===== src/core/dual_timer_map.vh =====
// Register offsets, field positions, reset values and timing counts of the dual timer
`ifndef DUAL_TIMER_MAP_VH
`define DUAL_TIMER_MAP_VH
`define TMR_ADDR_W        12
`define TMR_CTRL_OFS      12'h410
`define TMR_MODE_OFS      12'h45c
`define TMR_PRESCALE_OFS  12'h440
`define TMR_OUTSTAT_OFS   12'h420
`define TMR_T0LOW_OFS     12'h450
`define TMR_T0HIGH_OFS    12'h451
`define TMR_T1LOW_OFS     12'h452
`define TMR_T1HIGH_OFS    12'h453
`define TMR_R0LOW_OFS     12'h454
`define TMR_R0HIGH_OFS    12'h455
`define TMR_R1LOW_OFS     12'h456
`define TMR_R1HIGH_OFS    12'h457
`define TMR_IRQACK_OFS    12'h458
`define TMR_RESET_BYTE    8'h00
`define TC_TF1            7
`define TC_TR1            6
`define TC_TF0            5
`define TC_TR0            4
`define TC_IE1            3
`define TC_IT1            2
`define TC_IE0            1
`define TC_IT0            0
`define TM_GATE           3
`define TM_CT             2
`define TM_MHI            1
`define TM_MLO            0
`define PS_HIGH           3
`define PS_LOW            2
`define OS_TIMER1_TOGGLE_OUT_ENABLE           2
`define MODE_RELOAD16     2'h0
`define MODE_FREE16       2'h1
`define MODE_RELOAD8      2'h2
`define MODE_SPLIT8       2'h3
`define PS_DIV4           2'h0
`define PS_DIV16          2'h1
`define PS_DIV64          2'h2
`define DIV4_COUNT        6'h03
`define DIV16_COUNT       6'h0f
`define DIV64_COUNT       6'h3f
`define SAMPLE_PERIOD     1'h1
`endif


===== src/core/dual_timer_counter_modes.v =====
// Dual 16-bit timer/counter with four modes, control flags and reload registers
//
// Design decision made here: the plain strobed port.
`timescale 1ns/1ps
`include "dual_timer_map.vh"

module dual_timer_counter_modes #(
    parameter ADDR_W = `TMR_ADDR_W          // Register address width
) (
    input  wire              clk,           // System clock, oscillator
    input  wire              reset_n,       // Async reset, active low
    input  wire              clkEn,         // Freezes all state when low
    input  wire [ADDR_W-1:0] regAddr,       // Register address
    input  wire [7:0]        regWrData,     // Register write data
    input  wire              regWr,         // Write strobe
    input  wire              regRd,         // Read strobe
    output reg  [7:0]        regRdData,     // Read data, cycle after strobe
    input  wire              countPin0,     // Timer 0 external count input
    input  wire              countPin1,     // Timer 1 external count input
    input  wire              extIrq0Pin,    // External interrupt 0 pin
    input  wire              extIrq1Pin,    // External interrupt 1 pin
    input  wire              irq0Ack,       // Interrupt 0 vectoring pulse
    input  wire              irq1Ack,       // Interrupt 1 vectoring pulse
    input  wire              timer0Ack,     // Timer 0 vectoring pulse
    input  wire              timer1Ack,     // Timer 1 vectoring pulse
    output wire              timer0Irq,     // Timer 0 overflow flag level
    output wire              timer1Irq,     // Timer 1 overflow flag level
    output wire              extIrq0Req,    // Interrupt 0 request level
    output wire              extIrq1Req     // Interrupt 1 request level
);

    ////////////////////////////////////////////////////////////////////////////////
    // Registers

    reg  [7:0] ctrl_q;                      // Timer control flags
    reg  [7:0] modeSel_q;                   // Timer mode select
    reg  [7:0] prescale_q;                  // Prescale select
    reg  [7:0] outStat_q;                   // Timer output status
    reg  [7:0] cntLo0_q, cntHi0_q;          // Timer 0 count bytes
    reg  [7:0] cntLo1_q, cntHi1_q;          // Timer 1 count bytes
    reg  [7:0] relLo0_q, relHi0_q;          // Timer 0 reload bytes
    reg  [7:0] relLo1_q, relHi1_q;          // Timer 1 reload bytes
    reg  [5:0] divCnt_q;                    // Base clock divider
    reg        sampPh_q;                    // Two-cycle sample phase
    reg  [1:0] pin0Sync_q, pin1Sync_q;      // Count pin synchronisers
    reg  [1:0] irq0Sync_q, irq1Sync_q;      // Interrupt pin synchronisers
    reg        pin0Samp_q, pin1Samp_q;      // Sampled count pin levels
    reg        irq0Prev_q, irq1Prev_q;      // Previous interrupt levels

    wire [1:0] mode0 = modeSel_q[`TM_MHI:`TM_MLO];       // Timer 0 mode
    wire [1:0] mode1 = modeSel_q[4+`TM_MHI:4+`TM_MLO];   // Timer 1 mode

    ////////////////////////////////////////////////////////////////////////////////
    // Functions

    // Gating: run bit, optionally qualified by pin level
    function runGate;
        input gate;
        input run;
        input pin;
        begin
            runGate = run & (~gate | pin);
        end
    endfunction

    // Divider terminal count per prescale code
    function [5:0] divTop;
        input [1:0] ps;
        begin
            case (ps)
                `PS_DIV16: divTop = `DIV16_COUNT;
                `PS_DIV64: divTop = `DIV64_COUNT;
                default:   divTop = `DIV4_COUNT;  // Reserved code acts as /4
            endcase
        end
    endfunction

    ////////////////////////////////////////////////////////////////////////////////
    // Base clock and input sampling

    wire [1:0] psSel   = prescale_q[`PS_HIGH:`PS_LOW];
    wire       baseTick = clkEn & (divCnt_q >= divTop(psSel));
    wire       sampTick = clkEn & sampPh_q;
    wire       fall0 = sampTick & pin0Samp_q & ~pin0Sync_q[1];
    wire       fall1 = sampTick & pin1Samp_q & ~pin1Sync_q[1];
    wire       irq0Edge = irq0Prev_q & ~irq0Sync_q[1];
    wire       irq1Edge = irq1Prev_q & ~irq1Sync_q[1];

    // Divider, sample phase and synchronisers
    always @(posedge clk or negedge reset_n) begin
        if (!reset_n) begin
            divCnt_q   <= 6'h00;
            sampPh_q   <= 1'b0;
            pin0Sync_q <= 2'h3;
            pin1Sync_q <= 2'h3;
            irq0Sync_q <= 2'h3;
            irq1Sync_q <= 2'h3;
            pin0Samp_q <= 1'b1;
            pin1Samp_q <= 1'b1;
            irq0Prev_q <= 1'b1;
            irq1Prev_q <= 1'b1;
        end else if (clkEn) begin
            divCnt_q   <= baseTick ? 6'h00 : divCnt_q + 6'h01;
            sampPh_q   <= sampPh_q ^ `SAMPLE_PERIOD;
            pin0Sync_q <= {pin0Sync_q[0], countPin0};
            pin1Sync_q <= {pin1Sync_q[0], countPin1};
            irq0Sync_q <= {irq0Sync_q[0], extIrq0Pin};
            irq1Sync_q <= {irq1Sync_q[0], extIrq1Pin};
            irq0Prev_q <= irq0Sync_q[1];
            irq1Prev_q <= irq1Sync_q[1];
            if (sampPh_q) begin
                // Sampled once per two cycles; a level shorter than that may be missed
                pin0Samp_q <= pin0Sync_q[1];
                pin1Samp_q <= pin1Sync_q[1];
            end
        end
    end

    ////////////////////////////////////////////////////////////////////////////////
    // Count enables

    wire gate0 = runGate(modeSel_q[`TM_GATE], ctrl_q[`TC_TR0], irq0Sync_q[1]);
    wire gate1 = runGate(modeSel_q[4+`TM_GATE], ctrl_q[`TC_TR1], irq1Sync_q[1]);
    wire src0  = modeSel_q[`TM_CT] ? fall0 : baseTick;
    wire src1  = modeSel_q[4+`TM_CT] ? fall1 : baseTick;
    wire inc0  = gate0 & src0;
    // Split mode high byte: base clock only, timer 1 run bit
    wire incHi0Split = (mode0 == `MODE_SPLIT8) & ctrl_q[`TC_TR1] & baseTick;
    // Timer 1 stops in its own mode 3, regardless of run bit
    wire inc1 = gate1 & src1 & (mode1 != `MODE_SPLIT8);

    // Overflow conditions per timer
    wire t0LoFull = (cntLo0_q == 8'hff);
    wire t0HiFull = (cntHi0_q == 8'hff);
    wire t1LoFull = (cntLo1_q == 8'hff);
    wire t1HiFull = (cntHi1_q == 8'hff);
    wire ovf0 = inc0 & t0LoFull & ((mode0[1]) | t0HiFull);
    wire ovf0Hi = incHi0Split & t0HiFull;
    wire ovf1 = inc1 & t1LoFull & ((mode1[1]) | t1HiFull);
    // Timer 1 flag comes from split high byte while timer 0 is in mode 3
    wire set1Src = (mode0 == `MODE_SPLIT8) ? ovf0Hi : ovf1;
    wire setTf1  = set1Src & ~outStat_q[`OS_TIMER1_TOGGLE_OUT_ENABLE];

    wire wrHit = clkEn & regWr;
    wire wrCtrl = wrHit & (regAddr == `TMR_CTRL_OFS);
    wire ackWr  = wrHit & (regAddr == `TMR_IRQACK_OFS);

    ////////////////////////////////////////////////////////////////////////////////
    // Control flags; hardware set wins over clear

    always @(posedge clk or negedge reset_n) begin
        if (!reset_n) begin
            ctrl_q <= `TMR_RESET_BYTE;
        end else if (clkEn) begin
            if (wrCtrl) begin
                ctrl_q <= regWrData;
            end
            if (timer1Ack) begin
                ctrl_q[`TC_TF1] <= 1'b0;
            end
            if (timer0Ack) begin
                ctrl_q[`TC_TF0] <= 1'b0;
            end
            if (irq1Ack) begin
                ctrl_q[`TC_IE1] <= 1'b0;
            end
            if (irq0Ack) begin
                ctrl_q[`TC_IE0] <= 1'b0;
            end
            if (setTf1) begin
                ctrl_q[`TC_TF1] <= 1'b1;
            end
            if (ovf0) begin
                ctrl_q[`TC_TF0] <= 1'b1;
            end
            // Edge mode only; level mode requests follow the pin directly
            if (irq1Edge & ctrl_q[`TC_IT1]) begin
                ctrl_q[`TC_IE1] <= 1'b1;
            end
            if (irq0Edge & ctrl_q[`TC_IT0]) begin
                ctrl_q[`TC_IE0] <= 1'b1;
            end
        end
    end

    ////////////////////////////////////////////////////////////////////////////////
    // Configuration and reload registers

    always @(posedge clk or negedge reset_n) begin
        if (!reset_n) begin
            modeSel_q  <= `TMR_RESET_BYTE;
            prescale_q <= `TMR_RESET_BYTE;
            outStat_q  <= `TMR_RESET_BYTE;
            relLo0_q   <= `TMR_RESET_BYTE;
            relHi0_q   <= `TMR_RESET_BYTE;
            relLo1_q   <= `TMR_RESET_BYTE;
            relHi1_q   <= `TMR_RESET_BYTE;
        end else if (wrHit) begin
            case (regAddr)
                `TMR_MODE_OFS:     modeSel_q  <= regWrData;
                `TMR_PRESCALE_OFS: prescale_q <= regWrData;
                `TMR_OUTSTAT_OFS:  outStat_q  <= regWrData;
                `TMR_R0LOW_OFS:    relLo0_q   <= regWrData;
                `TMR_R0HIGH_OFS:   relHi0_q   <= regWrData;
                `TMR_R1LOW_OFS:    relLo1_q   <= regWrData;
                `TMR_R1HIGH_OFS:   relHi1_q   <= regWrData;
                default: ;
            endcase
        end
    end

    ////////////////////////////////////////////////////////////////////////////////
    // Timer 0 count bytes; a software write beats a count in the same cycle

    always @(posedge clk or negedge reset_n) begin
        if (!reset_n) begin
            cntLo0_q <= `TMR_RESET_BYTE;
            cntHi0_q <= `TMR_RESET_BYTE;
        end else if (clkEn) begin
            if (inc0) begin
                case (mode0)
                    `MODE_RELOAD16: begin
                        if (ovf0) begin
                            cntLo0_q <= relLo0_q;
                            cntHi0_q <= relHi0_q;
                        end else begin
                            cntLo0_q <= cntLo0_q + 8'h01;
                            cntHi0_q <= cntHi0_q + {7'h00, t0LoFull};
                        end
                    end
                    `MODE_FREE16: begin
                        cntLo0_q <= cntLo0_q + 8'h01;
                        cntHi0_q <= cntHi0_q + {7'h00, t0LoFull};
                    end
                    `MODE_RELOAD8: begin
                        cntLo0_q <= ovf0 ? relLo0_q : cntLo0_q + 8'h01;
                    end
                    default: begin
                        cntLo0_q <= cntLo0_q + 8'h01;
                    end
                endcase
            end
            if (incHi0Split) begin
                cntHi0_q <= cntHi0_q + 8'h01;
            end
            if (wrHit && regAddr == `TMR_T0LOW_OFS) begin
                cntLo0_q <= regWrData;
            end
            if (wrHit && regAddr == `TMR_T0HIGH_OFS) begin
                cntHi0_q <= regWrData;
            end
        end
    end

    ////////////////////////////////////////////////////////////////////////////////
    // Timer 1 count bytes

    always @(posedge clk or negedge reset_n) begin
        if (!reset_n) begin
            cntLo1_q <= `TMR_RESET_BYTE;
            cntHi1_q <= `TMR_RESET_BYTE;
        end else if (clkEn) begin
            if (inc1) begin
                case (mode1)
                    `MODE_RELOAD16: begin
                        if (ovf1) begin
                            cntLo1_q <= relLo1_q;
                            cntHi1_q <= relHi1_q;
                        end else begin
                            cntLo1_q <= cntLo1_q + 8'h01;
                            cntHi1_q <= cntHi1_q + {7'h00, t1LoFull};
                        end
                    end
                    `MODE_RELOAD8: begin
                        cntLo1_q <= ovf1 ? relLo1_q : cntLo1_q + 8'h01;
                    end
                    default: begin
                        cntLo1_q <= cntLo1_q + 8'h01;
                        cntHi1_q <= cntHi1_q + {7'h00, t1LoFull};
                    end
                endcase
            end
            if (wrHit && regAddr == `TMR_T1LOW_OFS) begin
                cntLo1_q <= regWrData;
            end
            if (wrHit && regAddr == `TMR_T1HIGH_OFS) begin
                cntHi1_q <= regWrData;
            end
        end
    end

    ////////////////////////////////////////////////////////////////////////////////
    // Read port; unmapped addresses read zero

    always @(posedge clk or negedge reset_n) begin
        if (!reset_n) begin
            regRdData <= 8'h00;
        end else if (clkEn) begin
            if (regRd) begin
                case (regAddr)
                    `TMR_CTRL_OFS:     regRdData <= ctrl_q;
                    `TMR_MODE_OFS:     regRdData <= modeSel_q;
                    `TMR_PRESCALE_OFS: regRdData <= prescale_q;
                    `TMR_OUTSTAT_OFS:  regRdData <= outStat_q;
                    `TMR_T0LOW_OFS:    regRdData <= cntLo0_q;
                    `TMR_T0HIGH_OFS:   regRdData <= cntHi0_q;
                    `TMR_T1LOW_OFS:    regRdData <= cntLo1_q;
                    `TMR_T1HIGH_OFS:   regRdData <= cntHi1_q;
                    `TMR_R0LOW_OFS:    regRdData <= relLo0_q;
                    `TMR_R0HIGH_OFS:   regRdData <= relHi0_q;
                    `TMR_R1LOW_OFS:    regRdData <= relLo1_q;
                    `TMR_R1HIGH_OFS:   regRdData <= relHi1_q;
                    default:           regRdData <= 8'h00;
                endcase
            end else begin
                regRdData <= 8'h00;
            end
        end
    end

    // Interrupt request levels
    assign timer0Irq  = ctrl_q[`TC_TF0];
    assign timer1Irq  = ctrl_q[`TC_TF1];
    assign extIrq0Req = ctrl_q[`TC_IT0] ? ctrl_q[`TC_IE0] : ~irq0Sync_q[1];
    assign extIrq1Req = ctrl_q[`TC_IT1] ? ctrl_q[`TC_IE1] : ~irq1Sync_q[1];

endmodule


===== config.mk =====
export PLATFORM = sky130hd
export DESIGN_NAME = dual_timer_counter_modes
export DESIGN_NICKNAME = d
export VERILOG_FILES = /design/src/core/dual_timer_counter_modes.v
export VERILOG_INCLUDE_DIRS = /design/src /design/src/core
export SDC_FILE = /design/constraint.sdc
export NUM_CORES = 1
export LEC_CHECK = 0
export BUFFER_PORTS_ARGS = -buffer_cell sky130_fd_sc_hd__buf_2
export CELL_PAD_IN_SITES_DETAIL_PLACEMENT = 1
export CELL_PAD_IN_SITES_GLOBAL_PLACEMENT = 2
export CORE_MARGIN = 2
export CORE_UTILIZATION = 40
export DETAILED_ROUTE_END_ITERATION = 12
export PLACE_DENSITY = 0.85
export SYNTH_ARGS = -nofsm -noshare
export SYNTH_HDL_FRONTEND = slang
export SYNTH_SLANG_ARGS = --single-unit

===== constraint.sdc =====
create_clock -name clk -period 3.07 [get_ports clk]
set_input_delay 0.614 -clock clk [delete_from_list [all_inputs] [get_ports clk]]
set_output_delay 0.614 -clock clk [all_outputs]
set_load 0.005 [all_outputs]

==> run summary <==
status: completed
worst hold path type: primary input to async pin
crit path max fanout: 5
Power, Total: 4.415 mW
full die area: 19650 sq um
share of flip-flops with an asynchronous set or reset: 100.0%
RSZ-0062 raised after global routing: false
worst r2r src: prescale_q[2]$_DFFE_PN0P_
initial DRC count: 544
M2 GR Usage: 46.47%
Port Buf Inserts: 44
Fin. Hold Viols: 0
CTS clk-pin slew, worst paths: 0.06 ns
net switching power: 1.172 mW
M1 GR Usage: 40.67%
CP required: 3.44 ns
most common cell in the netlist: dfrtp_1
fin. max-slew vios: 0
Die W: 140.2 um
initial antenna violation count: 1
maximum clock frequency: 345.6 MHz
r2r endpoint: ctrl_q[7]$_DFFE_PN0P_
yosys warns: 0
Seq pwr share: 40.3%
maximum level of the CTS H-tree: 4
top-area cell type share of the netlist area: 37.44%
synth unique cells: 73
synth cell count leaders: dfrtp_1 (111), mux2_2 (82), nand2_1 (67)
clock latency on the worst-skew pair: 0.44 ns
total iterations of the first detailed-routing run: 5
Congestion Overflow GR: 0
pwr dens: 509.7 nW/um^2
CP endpoint kind: flop
Final Util: 47.89%
Max VDD drop: 382.6 uV
mapped cell area: 7418 sq um
final setup vio count: 0
Min Hold Slack: 0.02662 ns
hold buffers post-CTS: 0
Clock power frac: 47.6%
Net Sw Frac: 26.54%
Area Overhead vs Synth: 16.77%
Syn Inst Count: 743
post-layout min period: 2.894 ns
Crit Path Category: flop to flop
part of the Yosys area used for sequential elements: 41.69%
Via density: 6.394
largest net degree at the start of global routing: 52
Startpoint Class: flop
Die Y-Extent: 140.2 um
syn nets: 787
Root Buffer: clkbuf_16
vias post-DR: 6663
most used routing layer: met2
area leader, netlist: dfrtp_1
flop-to-flop setup slack: 0.18 ns
clk_skew: 0.01843 ns
max_slew headroom: 40.11%
share of layout cells above drive strength 1: 27.55%
first-pass GRT wire length: 43.26 mm
Least-Margin Pin Slew: 0.8889 ns
Final #Nets: 844
flops & latches, synth: 123
CTS Buffer Depth: 2
Total Wirelength: 27.78 mm
Initial Util: 41.02%
total negative slack: 0 ns
Fill cells: 2016
DRC violations left: 0
IO Pins: 45
Wirelength per Cell: 26.66 um
GRT met3 Usage: 4.547%
post-DP HPWL: 20.20 mm
combinational power share: 12.0%
antenna fix cells: 0
CTS tree: yes
number of buffers created by CTS: 17
Final ANT Viol Nets: 0
GRT Total Usage: 29.15%
reg2reg path depth: 9
Synth Flop Type: dfrtp_1
total core area: 18090 sq um
EDFF count, synth: 0
# Max-Cap Violations: 0
CP Data Arrival Time: 3.27 ns
vias in the first global route: 7038
Pleak: 3.749 nW
clock sinks: 123
top cells by area, synth: dfrtp_1 (37%), mux2_2 (12%), dfstp_2 (4.3%)
routability cong.: 0.9184
site row count: 49
period utilization: 94.26%
Synth Area per Inst: 9.984 sq um
Internal Pwr Total: 3.244 mW
worst max-delay path, cell delays in order, from the launching register on:
cell	delay, ns
dfrtp_1	0.41
inv_1	0.06
ha_1	0.30
or3b_1	0.36
a21oi_1	0.14
buf_4	0.17
o21ai_0	0.21
a221o_1	0.47
nor4b_1	0.53
a211o_2	0.18
per-layer routing:
metal / part of all wire, % / vias to the layer above
met3: 5.0 / 46
met5: 0 / -
met1: 46 / 3477
li1: - / 2917
met4: 2.5 / 0
met2: 47 / 223
worst max path at each step:
stage | from | endpoint | cells after the start | slack (ns)
CTS | prescale_q[2]$_DFFE_PN0P_ | ctrl_q[7]$_DFFE_PN0P_ | 9 | 0.17
finish | prescale_q[2]$_DFFE_PN0P_ | ctrl_q[7]$_DFFE_PN0P_ | 9 | 0.18
global route | prescale_q[2]$_DFFE_PN0P_ | ctrl_q[7]$_DFFE_PN0P_ | 9 | 0.03
floorplan | regAddr[9] | ctrl_q[7]$_DFFE_PN0P_ | 8 | 0.24
detailed placement | regAddr[9] | relHi0_q[3]$_DFFE_PN0P_ | 6 | 0.09
global placement | regAddr[9] | regRdData[0]$_DFFE_PN0P_ | 7 | 0.14
power groups by stage:
stage / clock [mW] / sequential, mW / combinational, mW
2_1_floorplan: 0 / 1.78 / 0.288
3_3_place_gp: 0 / 1.80 / 0.497
3_5_place_dp: 0 / 1.81 / 0.518
4_1_cts: 2.12 / 1.78 / 0.519
5_1_grt: 2.18 / 1.79 / 0.578
6_report: 2.10 / 1.78 / 0.532
placed cells by master (no fill, tap or decap), types with 15 or more instances in the layout:
| cell | n |
|---|---|
| o21ai_0 | 45 |
| dfrtp_1 | 111 |
| mux2_2 | 82 |
| a21oi_1 | 18 |
| nor3_1 | 18 |
| xnor2_1 | 17 |
| buf_2 | 43 |
| buf_4 | 40 |
| nor2_1 | 28 |
| nand3_1 | 34 |
| mux2i_1 | 30 |
| a22oi_1 | 19 |
| nand2b_1 | 15 |
| nand2_1 | 67 |
| clkbuf_16 | 17 |
kinds of logic after synthesis:
| family | Yosys count | synth area share (%) |
|---|---|---|
| buffers and inverters | 58 | 3.188 |
| flip-flops | 123 | 41.69 |
| XOR/XNOR | 27 | 3.188 |
| multiplexers | 112 | 16.50 |
| AND/OR/NAND/NOR | 228 | 16.26 |
| AO/OA/AOI/OAI | 184 | 17.32 |
| adder cells (fa/ha/maj) | 11 | 1.855 |
flip-flops by register name (all words and copies together) (netlist names), 2 cells and up:
signal / cells
relLo0_q: 8
irq1Sync_q: 2
irq0Sync_q: 2
divCnt_q: 6
pin1Sync_q: 2
modeSel_q: 8
cntLo0_q: 8
pin0Sync_q: 2
cntLo1_q: 8
relHi0_q: 8
ctrl_q: 8
regRdData: 8
relHi1_q: 8
cntHi1_q: 8
prescale_q: 8
outStat_q: 8
cntHi0_q: 8
relLo1_q: 8
stage by stage:
step,area [sq um],cells,setup WS [ns]
2_1_floorplan,7418,743,0.2364
3_3_place_gp,8054,1010,0.1380
3_5_place_dp,8054,1010,0.09480
4_1_cts,8653,1042,0.1672
5_1_grt,8662,1042,0.03472
6_report,8662,1042,0.1763
area by class of cell:
class                      count  area (sq um)  share of cell area, %
multi-input combinational    562          4103                  47.36
sequential                   123          3093                  35.71
timing repair buffer          84         535.5                  6.182
clock buffer                  25         485.5                  5.605
tap                          229         286.5                  3.308
clock inverter                 7         113.9                  1.314
inverter                      12         45.04                 0.5200
what timing repair did:
| action | CTS | global route |
|---|---|---|
| endpoints found under the setup margin | 0 | 1 |
| setup buffers | 0 | 0 |
| resized for setup | 0 | 1 |
Note: power is estimated with default switching activity, not from simulation.
